`src/mfsb_pkg.sv`:
```
package mfsb_pkg;

  // printed offsets are not all multiples of four: they are word indices
  localparam logic [7:0] IDX_GD_CONFIG_TWO = 8'hae;
  localparam logic [7:0] IDX_DRIVER_FAULT = 8'he0;
  localparam logic [7:0] IDX_CTRL_FAULT = 8'he2;
  localparam logic [7:0] IDX_SYS_ONE = 8'he4;
  localparam logic [7:0] IDX_ALGO_CTRL = 8'he6;
  localparam logic [7:0] IDX_SYS_TWO = 8'hea;
  localparam logic [7:0] IDX_SYS_THREE = 8'hec;
  localparam int ADDR_W = 10;

  localparam logic [31:0] RST_GD_CONFIG_TWO = 32'h0000_0000;
  localparam logic [31:0] GD_CONFIG_TWO_MASK = 32'h8000_0000;

  // driver fault word bit positions
  localparam int DF_SUMMARY = 31;
  localparam int DF_POWER_UP = 30;
  localparam int DF_SWITCH_OC = 28;
  localparam int DF_SHUNT_OC = 27;
  localparam int DF_BOOT_LOW = 26;
  localparam int DF_GATE_LOW = 25;
  localparam int DF_SHUTDOWN = 24;

  // controller fault word bit positions
  localparam int CF_SUMMARY = 31;
  localparam int CF_IPD_RATE = 29;
  localparam int CF_IPD_INTERVAL = 28;
  localparam int CF_ABNORMAL_SPEED_LOCK = 23;
  localparam int CF_SYNC_LOST = 22;
  localparam int CF_MOTOR_ABSENT = 21;
  localparam int CF_ANY_LOCK = 20;
  localparam int CF_CYCLE_LIMIT = 19;
  localparam int CF_LOCK_LIMIT = 18;
  localparam int CF_SUPPLY_LOW = 17;
  localparam int CF_SUPPLY_HIGH = 16;
  localparam int CF_SELFTEST_EN = 2;
  localparam int CF_SELFTEST_OK = 1;
  localparam int CF_APP_RESET_OK = 0;

  localparam int ALGO_CLEAR_ALL = 29;

  localparam logic [1:0] RESP_OKAY = 2'b00;
  localparam logic [1:0] RESP_SLVERR = 2'b10;

  // raw detector levels, one per flag: fourteen faults and four status levels
  typedef struct packed {
    logic power_up_seen;
    logic switch_drop_overcurrent;
    logic shunt_overcurrent;
    logic bootstrap_low_supply;
    logic gate_supply_low;
    logic shutdown_pin;
    logic position_detect_rate_error;
    logic position_detect_interval_error;
    logic abnormal_speed_lock;
    logic sync_lost_lock;
    logic motor_absent;
    logic cycle_current_limit;
    logic lock_current_limit;
    logic supply_too_low;
    logic supply_too_high;
    logic selftest_enabled;
    logic selftest_passed;
    logic app_reset_ok;
  } mfsb_events_t;

  typedef struct packed {
    logic [31:0] word_one;
    logic [31:0] word_two;
    logic [31:0] word_three;
  } mfsb_sys_t;

endpackage : mfsb_pkg

```
`src/mfsb_bank.sv`:
```
// What this block does
// - driver word bit 31 is OR of all driver fault flags.
// - driver bit 30 reads 1 until power-up is seen, then 0; it is live, not latched.
// - driver bit 28 shows drain-source overcurrent.
// - driver bit 27 shows shunt overcurrent trip.
// - driver bit 26 shows bootstrap supply undervoltage.
// - driver bit 25 shows gate-drive supply undervoltage.
// - driver bit 24 shows independent shutdown state.
// - controller word bit 31 is OR of all controller fault flags.
// - controller bits 29 and 28 show position-detect rate and interval faults.
// - controller bit 23 shows abnormal-speed lock.
// - controller bit 22 shows sync-lost lock.
// - controller bit 21 shows no motor connected.
// - controller bit 20 set when any lock detector triggered.
// - controller bit 19 shows cycle-by-cycle current limit fault.
// - controller bit 18 shows lock current limit fault.
// - controller bits 17 and 16 show supply under and overvoltage.
// - controller bit 2 shows self-test enabled in configuration.
// - controller bit 1 shows self-test passed.
// - controller bit 0 shows application reset succeeded.
//
// The implementer's own choice: the AXI4-Lite interface to the registers.
`timescale 1ns/1ns
`default_nettype none
module mfsb_bank (
  input wire logic core_clk_i,
  input wire logic rst_i,
  input wire mfsb_pkg::mfsb_events_t events_i,
  input wire mfsb_pkg::mfsb_sys_t sys_i,
  input wire logic [31:0] s_axi_awaddr_i,
  input wire logic s_axi_awvalid_i,
  output logic s_axi_awready_o,
  input wire logic [31:0] s_axi_wdata_i,
  input wire logic [3:0] s_axi_wstrb_i,
  input wire logic s_axi_wvalid_i,
  output logic s_axi_wready_o,
  output logic [1:0] s_axi_bresp_o,
  output logic s_axi_bvalid_o,
  input wire logic s_axi_bready_i,
  input wire logic [31:0] s_axi_araddr_i,
  input wire logic s_axi_arvalid_i,
  output logic s_axi_arready_o,
  output logic [31:0] s_axi_rdata_o,
  output logic [1:0] s_axi_rresp_o,
  output logic s_axi_rvalid_o,
  input wire logic s_axi_rready_i,
  output logic [31:0] gd_config_two_o,
  output logic clear_all_faults_o
);

  // detector levels come from another domain: two flops before use
  mfsb_pkg::mfsb_events_t ev_meta;
  mfsb_pkg::mfsb_events_t ev_sync;
  mfsb_pkg::mfsb_sys_t sys_meta;
  mfsb_pkg::mfsb_sys_t sys_sync;

  always_ff @(posedge core_clk_i or posedge rst_i) begin
    if (rst_i) begin
      ev_meta <= '0;
      ev_sync <= '0;
      sys_meta <= '0;
      sys_sync <= '0;
    end else begin
      ev_meta <= events_i;
      ev_sync <= ev_meta;
      sys_meta <= sys_i;
      sys_sync <= sys_meta;
    end
  end

  // latched fault flags; set wins over the clear-all request
  logic [15:0] latch;
  logic [15:0] raw_fault;
  logic [15:0] next_latch;
  logic clear_req;

  assign raw_fault = {ev_sync.switch_drop_overcurrent, ev_sync.shunt_overcurrent,
                      ev_sync.bootstrap_low_supply, ev_sync.gate_supply_low,
                      ev_sync.shutdown_pin, ev_sync.position_detect_rate_error,
                      ev_sync.position_detect_interval_error, ev_sync.abnormal_speed_lock,
                      ev_sync.sync_lost_lock, ev_sync.motor_absent,
                      ev_sync.cycle_current_limit, ev_sync.lock_current_limit,
                      ev_sync.supply_too_low, ev_sync.supply_too_high, 2'b00};
  assign next_latch = (clear_req ? 16'h0000 : latch) | raw_fault;

  always_ff @(posedge core_clk_i or posedge rst_i) begin
    if (rst_i) begin
      latch <= 16'h0000;
    end else begin
      latch <= next_latch;
    end
  end

  wire logic switch_drop_overcurrent = latch[15];
  wire logic shunt_overcurrent = latch[14];
  wire logic bootstrap_low_supply = latch[13];
  wire logic gate_supply_low = latch[12];
  wire logic driver_shutdown_seen = latch[11];
  wire logic position_detect_rate_error = latch[10];
  wire logic position_detect_interval_error = latch[9];
  wire logic abnormal_speed_lock = latch[8];
  wire logic sync_lost_lock = latch[7];
  wire logic motor_absent = latch[6];
  wire logic cycle_current_limit = latch[5];
  wire logic lock_current_limit = latch[4];
  wire logic supply_too_low = latch[3];
  wire logic supply_too_high = latch[2];
  wire logic any_lock_tripped = abnormal_speed_lock | sync_lost_lock | motor_absent;

  // driver fault word
  logic [31:0] drv_word;
  always_comb begin
    drv_word = 32'h0000_0000;
    drv_word[mfsb_pkg::DF_POWER_UP] = ~ev_sync.power_up_seen;
    drv_word[mfsb_pkg::DF_SWITCH_OC] = switch_drop_overcurrent;
    drv_word[mfsb_pkg::DF_SHUNT_OC] = shunt_overcurrent;
    drv_word[mfsb_pkg::DF_BOOT_LOW] = bootstrap_low_supply;
    drv_word[mfsb_pkg::DF_GATE_LOW] = gate_supply_low;
    drv_word[mfsb_pkg::DF_SHUTDOWN] = driver_shutdown_seen;
    // power-up bit is a status, not a fault, so it stays out of the summary
    drv_word[mfsb_pkg::DF_SUMMARY] = |latch[15:11];
  end

  // controller fault word
  logic [31:0] ctl_word;
  always_comb begin
    ctl_word = 32'h0000_0000;
    ctl_word[mfsb_pkg::CF_IPD_RATE] = position_detect_rate_error;
    ctl_word[mfsb_pkg::CF_IPD_INTERVAL] = position_detect_interval_error;
    ctl_word[mfsb_pkg::CF_ABNORMAL_SPEED_LOCK] = abnormal_speed_lock;
    ctl_word[mfsb_pkg::CF_SYNC_LOST] = sync_lost_lock;
    ctl_word[mfsb_pkg::CF_MOTOR_ABSENT] = motor_absent;
    ctl_word[mfsb_pkg::CF_ANY_LOCK] = any_lock_tripped;
    ctl_word[mfsb_pkg::CF_CYCLE_LIMIT] = cycle_current_limit;
    ctl_word[mfsb_pkg::CF_LOCK_LIMIT] = lock_current_limit;
    ctl_word[mfsb_pkg::CF_SUPPLY_LOW] = supply_too_low;
    ctl_word[mfsb_pkg::CF_SUPPLY_HIGH] = supply_too_high;
    ctl_word[mfsb_pkg::CF_SELFTEST_EN] = ev_sync.selftest_enabled;
    ctl_word[mfsb_pkg::CF_SELFTEST_OK] = ev_sync.selftest_passed;
    ctl_word[mfsb_pkg::CF_APP_RESET_OK] = ev_sync.app_reset_ok;
    ctl_word[mfsb_pkg::CF_SUMMARY] = |latch[10:2];
  end

  // write channel: address and data accepted in either order
  localparam int ADDR_LO_W = mfsb_pkg::ADDR_W - 2;
  logic aw_held;
  logic w_held;
  logic [ADDR_LO_W-1:0] aw_idx;
  logic [31:0] w_data;
  logic [3:0] w_strb;
  logic bvalid;

  assign s_axi_awready_o = ~aw_held & ~bvalid;
  assign s_axi_wready_o = ~w_held & ~bvalid;

  wire logic aw_fire = s_axi_awvalid_i & s_axi_awready_o;
  wire logic w_fire = s_axi_wvalid_i & s_axi_wready_o;
  wire logic have_aw = aw_held | aw_fire;
  wire logic have_w = w_held | w_fire;
  wire logic do_write = have_aw & have_w;
  wire logic [ADDR_LO_W-1:0] wr_idx = aw_held ? aw_idx : s_axi_awaddr_i[mfsb_pkg::ADDR_W-1:2];
  wire logic [31:0] wr_data = w_held ? w_data : s_axi_wdata_i;
  wire logic [3:0] wr_strb = w_held ? w_strb : s_axi_wstrb_i;
  wire logic wr_hi_zero = aw_held ? 1'b1 : (s_axi_awaddr_i[31:mfsb_pkg::ADDR_W] == '0);
  logic aw_hi_ok;
  wire logic held_hi_ok = aw_held ? aw_hi_ok : 1'b1;

  // only config-two and algorithm control are writable; fault words ignore writes
  wire logic wr_cfg = do_write & (wr_idx == mfsb_pkg::IDX_GD_CONFIG_TWO) & wr_hi_zero & held_hi_ok;
  wire logic wr_algo = do_write & (wr_idx == mfsb_pkg::IDX_ALGO_CTRL) & wr_hi_zero & held_hi_ok;
  wire logic wr_ro = do_write & ((wr_idx == mfsb_pkg::IDX_DRIVER_FAULT) |
                     (wr_idx == mfsb_pkg::IDX_CTRL_FAULT) | (wr_idx == mfsb_pkg::IDX_SYS_ONE) |
                     (wr_idx == mfsb_pkg::IDX_SYS_TWO) | (wr_idx == mfsb_pkg::IDX_SYS_THREE));
  wire logic [1:0] next_bresp = (wr_cfg | wr_algo | (wr_ro & wr_hi_zero & held_hi_ok)) ?
                                mfsb_pkg::RESP_OKAY : mfsb_pkg::RESP_SLVERR;

  assign clear_req = wr_algo & wr_strb[3] & wr_data[mfsb_pkg::ALGO_CLEAR_ALL];

  logic [31:0] cfg_two;
  logic [31:0] next_cfg_two;
  always_comb begin
    next_cfg_two = cfg_two;
    for (int b = 0; b < 4; b++) begin
      if (wr_cfg && wr_strb[b]) begin
        next_cfg_two[b*8 +: 8] = wr_data[b*8 +: 8];
      end
    end
    next_cfg_two = next_cfg_two & mfsb_pkg::GD_CONFIG_TWO_MASK;
  end

  always_ff @(posedge core_clk_i or posedge rst_i) begin
    if (rst_i) begin
      aw_held <= 1'b0;
      w_held <= 1'b0;
      aw_idx <= '0;
      aw_hi_ok <= 1'b0;
      w_data <= 32'h0000_0000;
      w_strb <= 4'h0;
      bvalid <= 1'b0;
      s_axi_bresp_o <= mfsb_pkg::RESP_OKAY;
      cfg_two <= mfsb_pkg::RST_GD_CONFIG_TWO;
      clear_all_faults_o <= 1'b0;
    end else begin
      clear_all_faults_o <= clear_req;
      cfg_two <= next_cfg_two;
      if (do_write) begin
        aw_held <= 1'b0;
        w_held <= 1'b0;
        bvalid <= 1'b1;
        s_axi_bresp_o <= next_bresp;
      end else begin
        if (aw_fire) begin
          aw_held <= 1'b1;
          aw_idx <= s_axi_awaddr_i[mfsb_pkg::ADDR_W-1:2];
          aw_hi_ok <= (s_axi_awaddr_i[31:mfsb_pkg::ADDR_W] == '0);
        end
        if (w_fire) begin
          w_held <= 1'b1;
          w_data <= s_axi_wdata_i;
          w_strb <= s_axi_wstrb_i;
        end
        if (bvalid && s_axi_bready_i) begin
          bvalid <= 1'b0;
        end
      end
    end
  end

  assign s_axi_bvalid_o = bvalid;
  assign gd_config_two_o = cfg_two;

  // read channel: one read at a time, answer one cycle after address
  logic rvalid;
  assign s_axi_arready_o = ~rvalid;
  wire logic ar_fire = s_axi_arvalid_i & s_axi_arready_o;
  wire logic [ADDR_LO_W-1:0] rd_idx = s_axi_araddr_i[mfsb_pkg::ADDR_W-1:2];
  wire logic rd_hi_zero = (s_axi_araddr_i[31:mfsb_pkg::ADDR_W] == '0);
  logic [31:0] rd_word;
  logic rd_hit;

  always_comb begin
    rd_hit = rd_hi_zero;
    case (rd_idx)
      mfsb_pkg::IDX_GD_CONFIG_TWO: rd_word = cfg_two;
      mfsb_pkg::IDX_DRIVER_FAULT: rd_word = drv_word;
      mfsb_pkg::IDX_CTRL_FAULT: rd_word = ctl_word;
      mfsb_pkg::IDX_SYS_ONE: rd_word = sys_sync.word_one;
      mfsb_pkg::IDX_SYS_TWO: rd_word = sys_sync.word_two;
      mfsb_pkg::IDX_SYS_THREE: rd_word = sys_sync.word_three;
      // algorithm control is write-only: reads as zero
      mfsb_pkg::IDX_ALGO_CTRL: rd_word = 32'h0000_0000;
      default: begin
        rd_word = 32'h0000_0000;
        rd_hit = 1'b0;
      end
    endcase
  end

  always_ff @(posedge core_clk_i or posedge rst_i) begin
    if (rst_i) begin
      rvalid <= 1'b0;
      s_axi_rdata_o <= 32'h0000_0000;
      s_axi_rresp_o <= mfsb_pkg::RESP_OKAY;
    end else if (ar_fire) begin
      rvalid <= 1'b1;
      s_axi_rdata_o <= rd_hit ? rd_word : 32'h0000_0000;
      s_axi_rresp_o <= rd_hit ? mfsb_pkg::RESP_OKAY : mfsb_pkg::RESP_SLVERR;
    end else if (rvalid && s_axi_rready_i) begin
      rvalid <= 1'b0;
    end
  end

  assign s_axi_rvalid_o = rvalid;

endmodule : mfsb_bank
`default_nettype wire

```
`config.mk`:
```
export PLATFORM = sky130hd
export DESIGN_NAME = mfsb_bank
export DESIGN_NICKNAME = d
export VERILOG_FILES = /design/src/mfsb_pkg.sv /design/src/mfsb_bank.sv
export SDC_FILE = /design/constraint.sdc
export NUM_CORES = 1
export LEC_CHECK = 0
export ABC_AREA = 1
export BUFFER_PORTS_ARGS = -buffer_cell sky130_fd_sc_hd__buf_2
export CAP_MARGIN = 25
export CORE_MARGIN = 2
export CORE_UTILIZATION = 53
export CTS_BUF_LIST = sky130_fd_sc_hd__clkbuf_4
export DETAILED_ROUTE_END_ITERATION = 10
export GPL_ROUTABILITY_DRIVEN = 0
export PLACE_DENSITY_LB_ADDON = 0.12
export SYNTH_ARGS = -nofsm -noshare
export SYNTH_HDL_FRONTEND = slang
export SYNTH_SLANG_ARGS = --single-unit
```
`constraint.sdc`:
```
create_clock -name core_clk_i -period 11.5 [get_ports core_clk_i]
set_input_delay 2.3 -clock core_clk_i [delete_from_list [all_inputs] [get_ports core_clk_i]]
set_output_delay 2.3 -clock core_clk_i [all_outputs]
set_load 0.03 [all_outputs]
```
* Word-level counts from Yosys, hierarchy flattened
Cells that the tools add are included.
** Storage, ports and cells
- Register bits :: 331
- Output and inout bits :: 74
- Logic and storage cells :: 137
** Operators by class
- Eq/ne operators :: 14
- Muxes and demuxes :: 19
- Bitwise logic cells :: 34
- Reduce and logical (&&, ||, !) cells :: 14
** Operator list (number)
- $pmux W32 S6 :: 1
- $eq A8 B8 Y1 const B :: 14
- $mux W32 :: 2
- $logic_not A22 Y1 :: 2
- $and A1 B1 Y1 :: 17
- $mux W16 :: 1
- $or A16 B16 Y16 :: 1
- $mux W1 :: 11
- $or A1 B1 Y1 :: 10
- $reduce_or A9 Y1 :: 1
- $mux W8 :: 1
- $reduce_bool A2 Y1 :: 4
- $reduce_or A7 Y1 :: 1
- $not A1 Y1 :: 6
- $reduce_or A5 Y1 :: 1
- $mux W2 :: 2
- $mux W4 :: 1
- $reduce_and A2 Y1 :: 2
- $logic_and A1 B1 Y1 :: 3

* Depth between registers and ports, before layout
- Depth in word-level cells :: 12
- Gate-level depth with buffers :: 11
- Depth with buffers taken out :: 10

* Worst setup path before layout
OpenSTA, ideal clock, no wires.
- Path kind :: input port to flip-flop
- Start point :: in s_axi_awaddr_i[11]
- End point :: reg latch[13]
- Library setup time :: 116 ps
- Arrival :: 3236 ps
- Required time :: 11384 ps
- Setup slack :: 8148 ps
- Stages on the path :: 8
- Cells stage by stage :: or2_2 -> nor2_1 -> nand3_1 -> nand2_1 -> nand3_2 -> buf_6 -> nand2_1 -> nand2_1
** Between the ends
- Word-level cells in the longest chain between the ends :: 8
** Ends and longest elaborated chain
- from (decl) :: RTL line mfsb_bank.sv:30 : input wire logic [31:0] s_axi_awaddr_i,
- $logic_not A22 Y1 :: RTL line mfsb_bank.sv:164 : wire logic wr_hi_zero = aw_held ? 1'b1 : (s_axi_awaddr_i[31:mfsb_pkg::ADDR_W] == '0);
- $mux W1 :: RTL line mfsb_bank.sv:164
- $and A1 B1 Y1 (2 in series) :: RTL line mfsb_bank.sv:170 : wire logic wr_algo = do_write & (wr_idx == mfsb_pkg::IDX_ALGO_CTRL) & wr_hi_zero & held_hi_ok;
- $and A1 B1 Y1 (2 in series) :: RTL line mfsb_bank.sv:177 : assign clear_req = wr_algo & wr_strb[3] & wr_data[mfsb_pkg::ALGO_CLEAR_ALL];
- $mux W16 :: RTL line mfsb_bank.sv:84 : assign next_latch = (clear_req ? 16'h0000 : latch) | raw_fault;
- $or A16 B16 Y16 :: RTL line mfsb_bank.sv:84
- via next_latch[13] :: RTL line mfsb_bank.sv:74 : logic [15:0] next_latch;
- to (signal assigned) :: RTL line mfsb_bank.sv:90 : latch <= next_latch;
- to (decl) :: RTL line mfsb_bank.sv:72 : logic [15:0] latch;
The timed path passes the listed nets, and every way through them passes these cells.
A chain may end at the register's enable or synchronous reset.

* Final worst setup path
- Start point :: in s_axi_araddr_i[6]
- End point :: reg s_axi_rdata_o[16]
** Between the ends
- Word-level cells in the longest chain between the ends :: 4
- Elaborated cells on any way between the ends :: 11
** Ends and longest elaborated chain
- from (decl) :: RTL line mfsb_bank.sv:40 : input wire logic [31:0] s_axi_araddr_i,
- $eq A8 B8 Y1 :: RTL line mfsb_bank.sv:243 : case (rd_idx)
- $reduce_or A7 Y1 (no line)
- $mux W1 :: RTL line mfsb_bank.sv:243
- $mux W32 (*) :: RTL line mfsb_bank.sv:266 : s_axi_rdata_o <= rd_hit ? rd_word : 32'h0000_0000;
- to (signal assigned) :: RTL line mfsb_bank.sv:266
- to (decl) :: RTL line mfsb_bank.sv:43 : output logic [31:0] s_axi_rdata_o,
Mark *: on every way between the ends. The rest lies on a longest branch, timed or not.

==> flow_summary.yaml <==
cts:
  cts_setup_buffers: 0
  cts_tree: "done"
  cts_buffers: 73
  cts_root_buf: "clkbuf_4"
  cts_max_level: 3
  clock_path_buffers: 3
  clk_latency_ns: 0.65
  post_cts_resized: 0
  clk_pin_slew_ns: 0.07
  ctsHoldBuffers: 0
  cts.sinks: 294
logic_synthesis:
  ys_seq_area_share_pct: 74.4
  ys_types: 23
  synthesis.area_sq_um: 9890
  syn_inst: 864
  synth.yosys.warnings: 0
  ys_seq_elements: 294
  avgSynthCellArea_sq_um: 11.4
timing:
  setup_tns_ns: 0
  max_freq_mhz: 248
  timing.hold.ws_ns: 0.326
  maxSlewViolCount: 0
  skew_ns: 0.0312
  period_share_pct: 35.1
  grt_setup_unrepaired: "false"
  tightest_slew_ns: 0.983
  finalCriticalPeriod_ns: 4.04
  max_slew_margin_pct: 34.2
  hold_viol: 0
  finalSetupViolCount: 0
  layout_setup_ws_ns: 7.46
critical_path:
  path_class: "input pin to register"
  r2r_cells: 7
  required_ns: 12.08
  cp-end-kind: "register"
  cp-start-kind: "input pin"
  crit_arrival_ns: 4.62
  worstPathMaxFanout: 28
final_layout:
  final_layout_size_suffix_gt1_share_pct: 29.3
  final_nets: 1367
  final_cell_mix: "294 x dfrtp_1, 266 x nand2_1, 224 x buf_2"
  syn_to_final_growth_pct: 21.3
  nFillCells: 1461
  design_area_sq_um: 12000
  final_common_cell: "dfrtp_1"
min_path:
  min_path_cells: 0
  min_path_type: "register to register"
floorplanning:
  io_pins: 295
  core_sq_um: 18100
  die-width_microns: 141
  die_area_sq_um: 19800
  die_h_microns: 141
  row_count: 49
  start_util_pct: 54.5
power_and_ir_drop:
  ir_worst_vdd_mv: 0.115
  leakage_nw: 6.27
  p_per_area_nw_per_um2: 175
route:
  route.final.wire_length_microns: 20000
  avgRoutedWirePerCell_microns: 14.1
  firstDrtPassIters: 4
  vias: 6586
  drtIter0Drc: 354
  remaining_drc_errors: 0
  via_per_inst: 4.64
  detail-route-antenna-nets: 0
placement:
  dpl.hpwl_microns: 13200
  io_buffer_count: 224
  pre_cts_ws_ns: 6.78
  placed_area_sq_um: 11100
grt:
  grt_max_degree: 148
  grt_pass1_vias: 6620
  grt_usage_pct: 21.2
  grt_pass1_wl_microns: 32000
  antenna_found_initial: 5
  globalRouteOverflowTotal: 0
status:
  status: "completed"
flow_run:
  maxCapViolCount: 0
power by group:
group          internal, W  total (W)  switching, W  leakage (nW)
Combinational    0.0000675   0.000201      0.000134          2.32
Clock             0.000401   0.000768      0.000367         0.491
Sequential         0.00110    0.00113     0.0000304          3.46
worst paths after layout:
check / from / endpoint / slack [ns]
setup / recovery: s_axi_araddr_i[6] / s_axi_rdata_o[16] / 7.46
hold / removal: sys_meta[38] / sys_sync[38] / 0.33
setup reg to reg: s_axi_rvalid_o / s_axi_rdata_o[27] / 9.50
hold reg to reg: sys_meta[38] / sys_sync[38] / 0.33
max in group asynchronous: rst_i / s_axi_bresp_o[1] / 8.32
min in group asynchronous: rst_i / sys_meta[46] / 1.52
cells by family (layout without fill, tap and decap cells):
| family | Yosys count | in the layout | synth area share [%] |
|---|---|---|---|
| buffers and inverters | 115 | 405 | 6.08 |
| other | 1 | 37 | 0.0379 |
| multiplexers | 3 | 3 | 0.341 |
| AO/OA/AOI/OAI | 22 | 22 | 1.20 |
| AND/OR/NAND/NOR | 429 | 429 | 18.0 |
| flip-flops | 294 | 294 | 74.4 |
state kept, by name (all words and copies together), names as in the netlist, 2 cells and up:
register	cells
sys_meta	96
sys_sync	96
s_axi_rdata_o	32
ev_meta	18
ev_sync	15
latch	14
aw_idx	8
ctl_word	3
w_data	2
metrics by stage:
stage / utilization [%] / std cells / total power (W)
floorplan: - / 896 / 0.00129
global placement: 61.1 / 1297 / 0.00134
detailed placement: 61.2 / 1298 / 0.00135
CTS: 65.7 / 1413 / 0.00213
global route: 66.1 / 1418 / 0.00222
finish: 66.1 / 1419 / 0.00210
synth_stat cells:
cell type	number	area share, %
or2_2	2	0.13
o21ai_1	2	0.10
mux2_2	3	0.34
buf_1	1	0.038
o22ai_1	1	0.063
nand3_2	1	0.10
nand2_2	1	0.063
inv_1	58	2.2
a21oi_1	7	0.35
buf_4	38	2.9
conb_1	1	0.038
o21ai_0	10	0.51
nand2_1	266	10
nor2_1	71	2.7
nor2_4	2	0.23
nor3_1	1	0.051
clkbuf_1	6	0.23
dfrtp_1	294	74
a21oi_2	2	0.18
nand3_1	61	3.1
nand4_1	24	1.5
buf_6	2	0.23
buf_2	10	0.51
worst max-delay path, stage by stage:
cell     delay, ns
buf_2         0.09
inv_1         0.04
nand2_1       0.09
nor2_4        0.44
buf_12        0.26
nand2_1       0.12
nor2_1        0.76
nand2_1       0.22
nand4_1       0.16
nand2_1       0.05
nand2_1       0.09
cell type report:
class / count / area, sq um / share of cell area, %
flip-flops and latches: 294 / 7360 / 61.3
multi-input cells: 487 / 2070 / 17.2
repair buffers: 232 / 1230 / 10.3
clock buffers: 94 / 706 / 5.88
well taps: 229 / 287 / 2.39
inverters: 58 / 225 / 1.88
clock inverters: 21 / 111 / 0.928
diodes: 4 / 10.0 / 0.0834
per-layer routing:
metal / vias to the layer above / wire [microns] / GRT usage (%)
li1: 3224 / - / -
met1: 3067 / 7930 / 26.1
met2: 269 / 10100 / 35.5
met3: 26 / 1530 / 6.18
met4: 0 / 391 / 9.00
met5: - / 0 / 0
(Power assumes the default switching activity.)
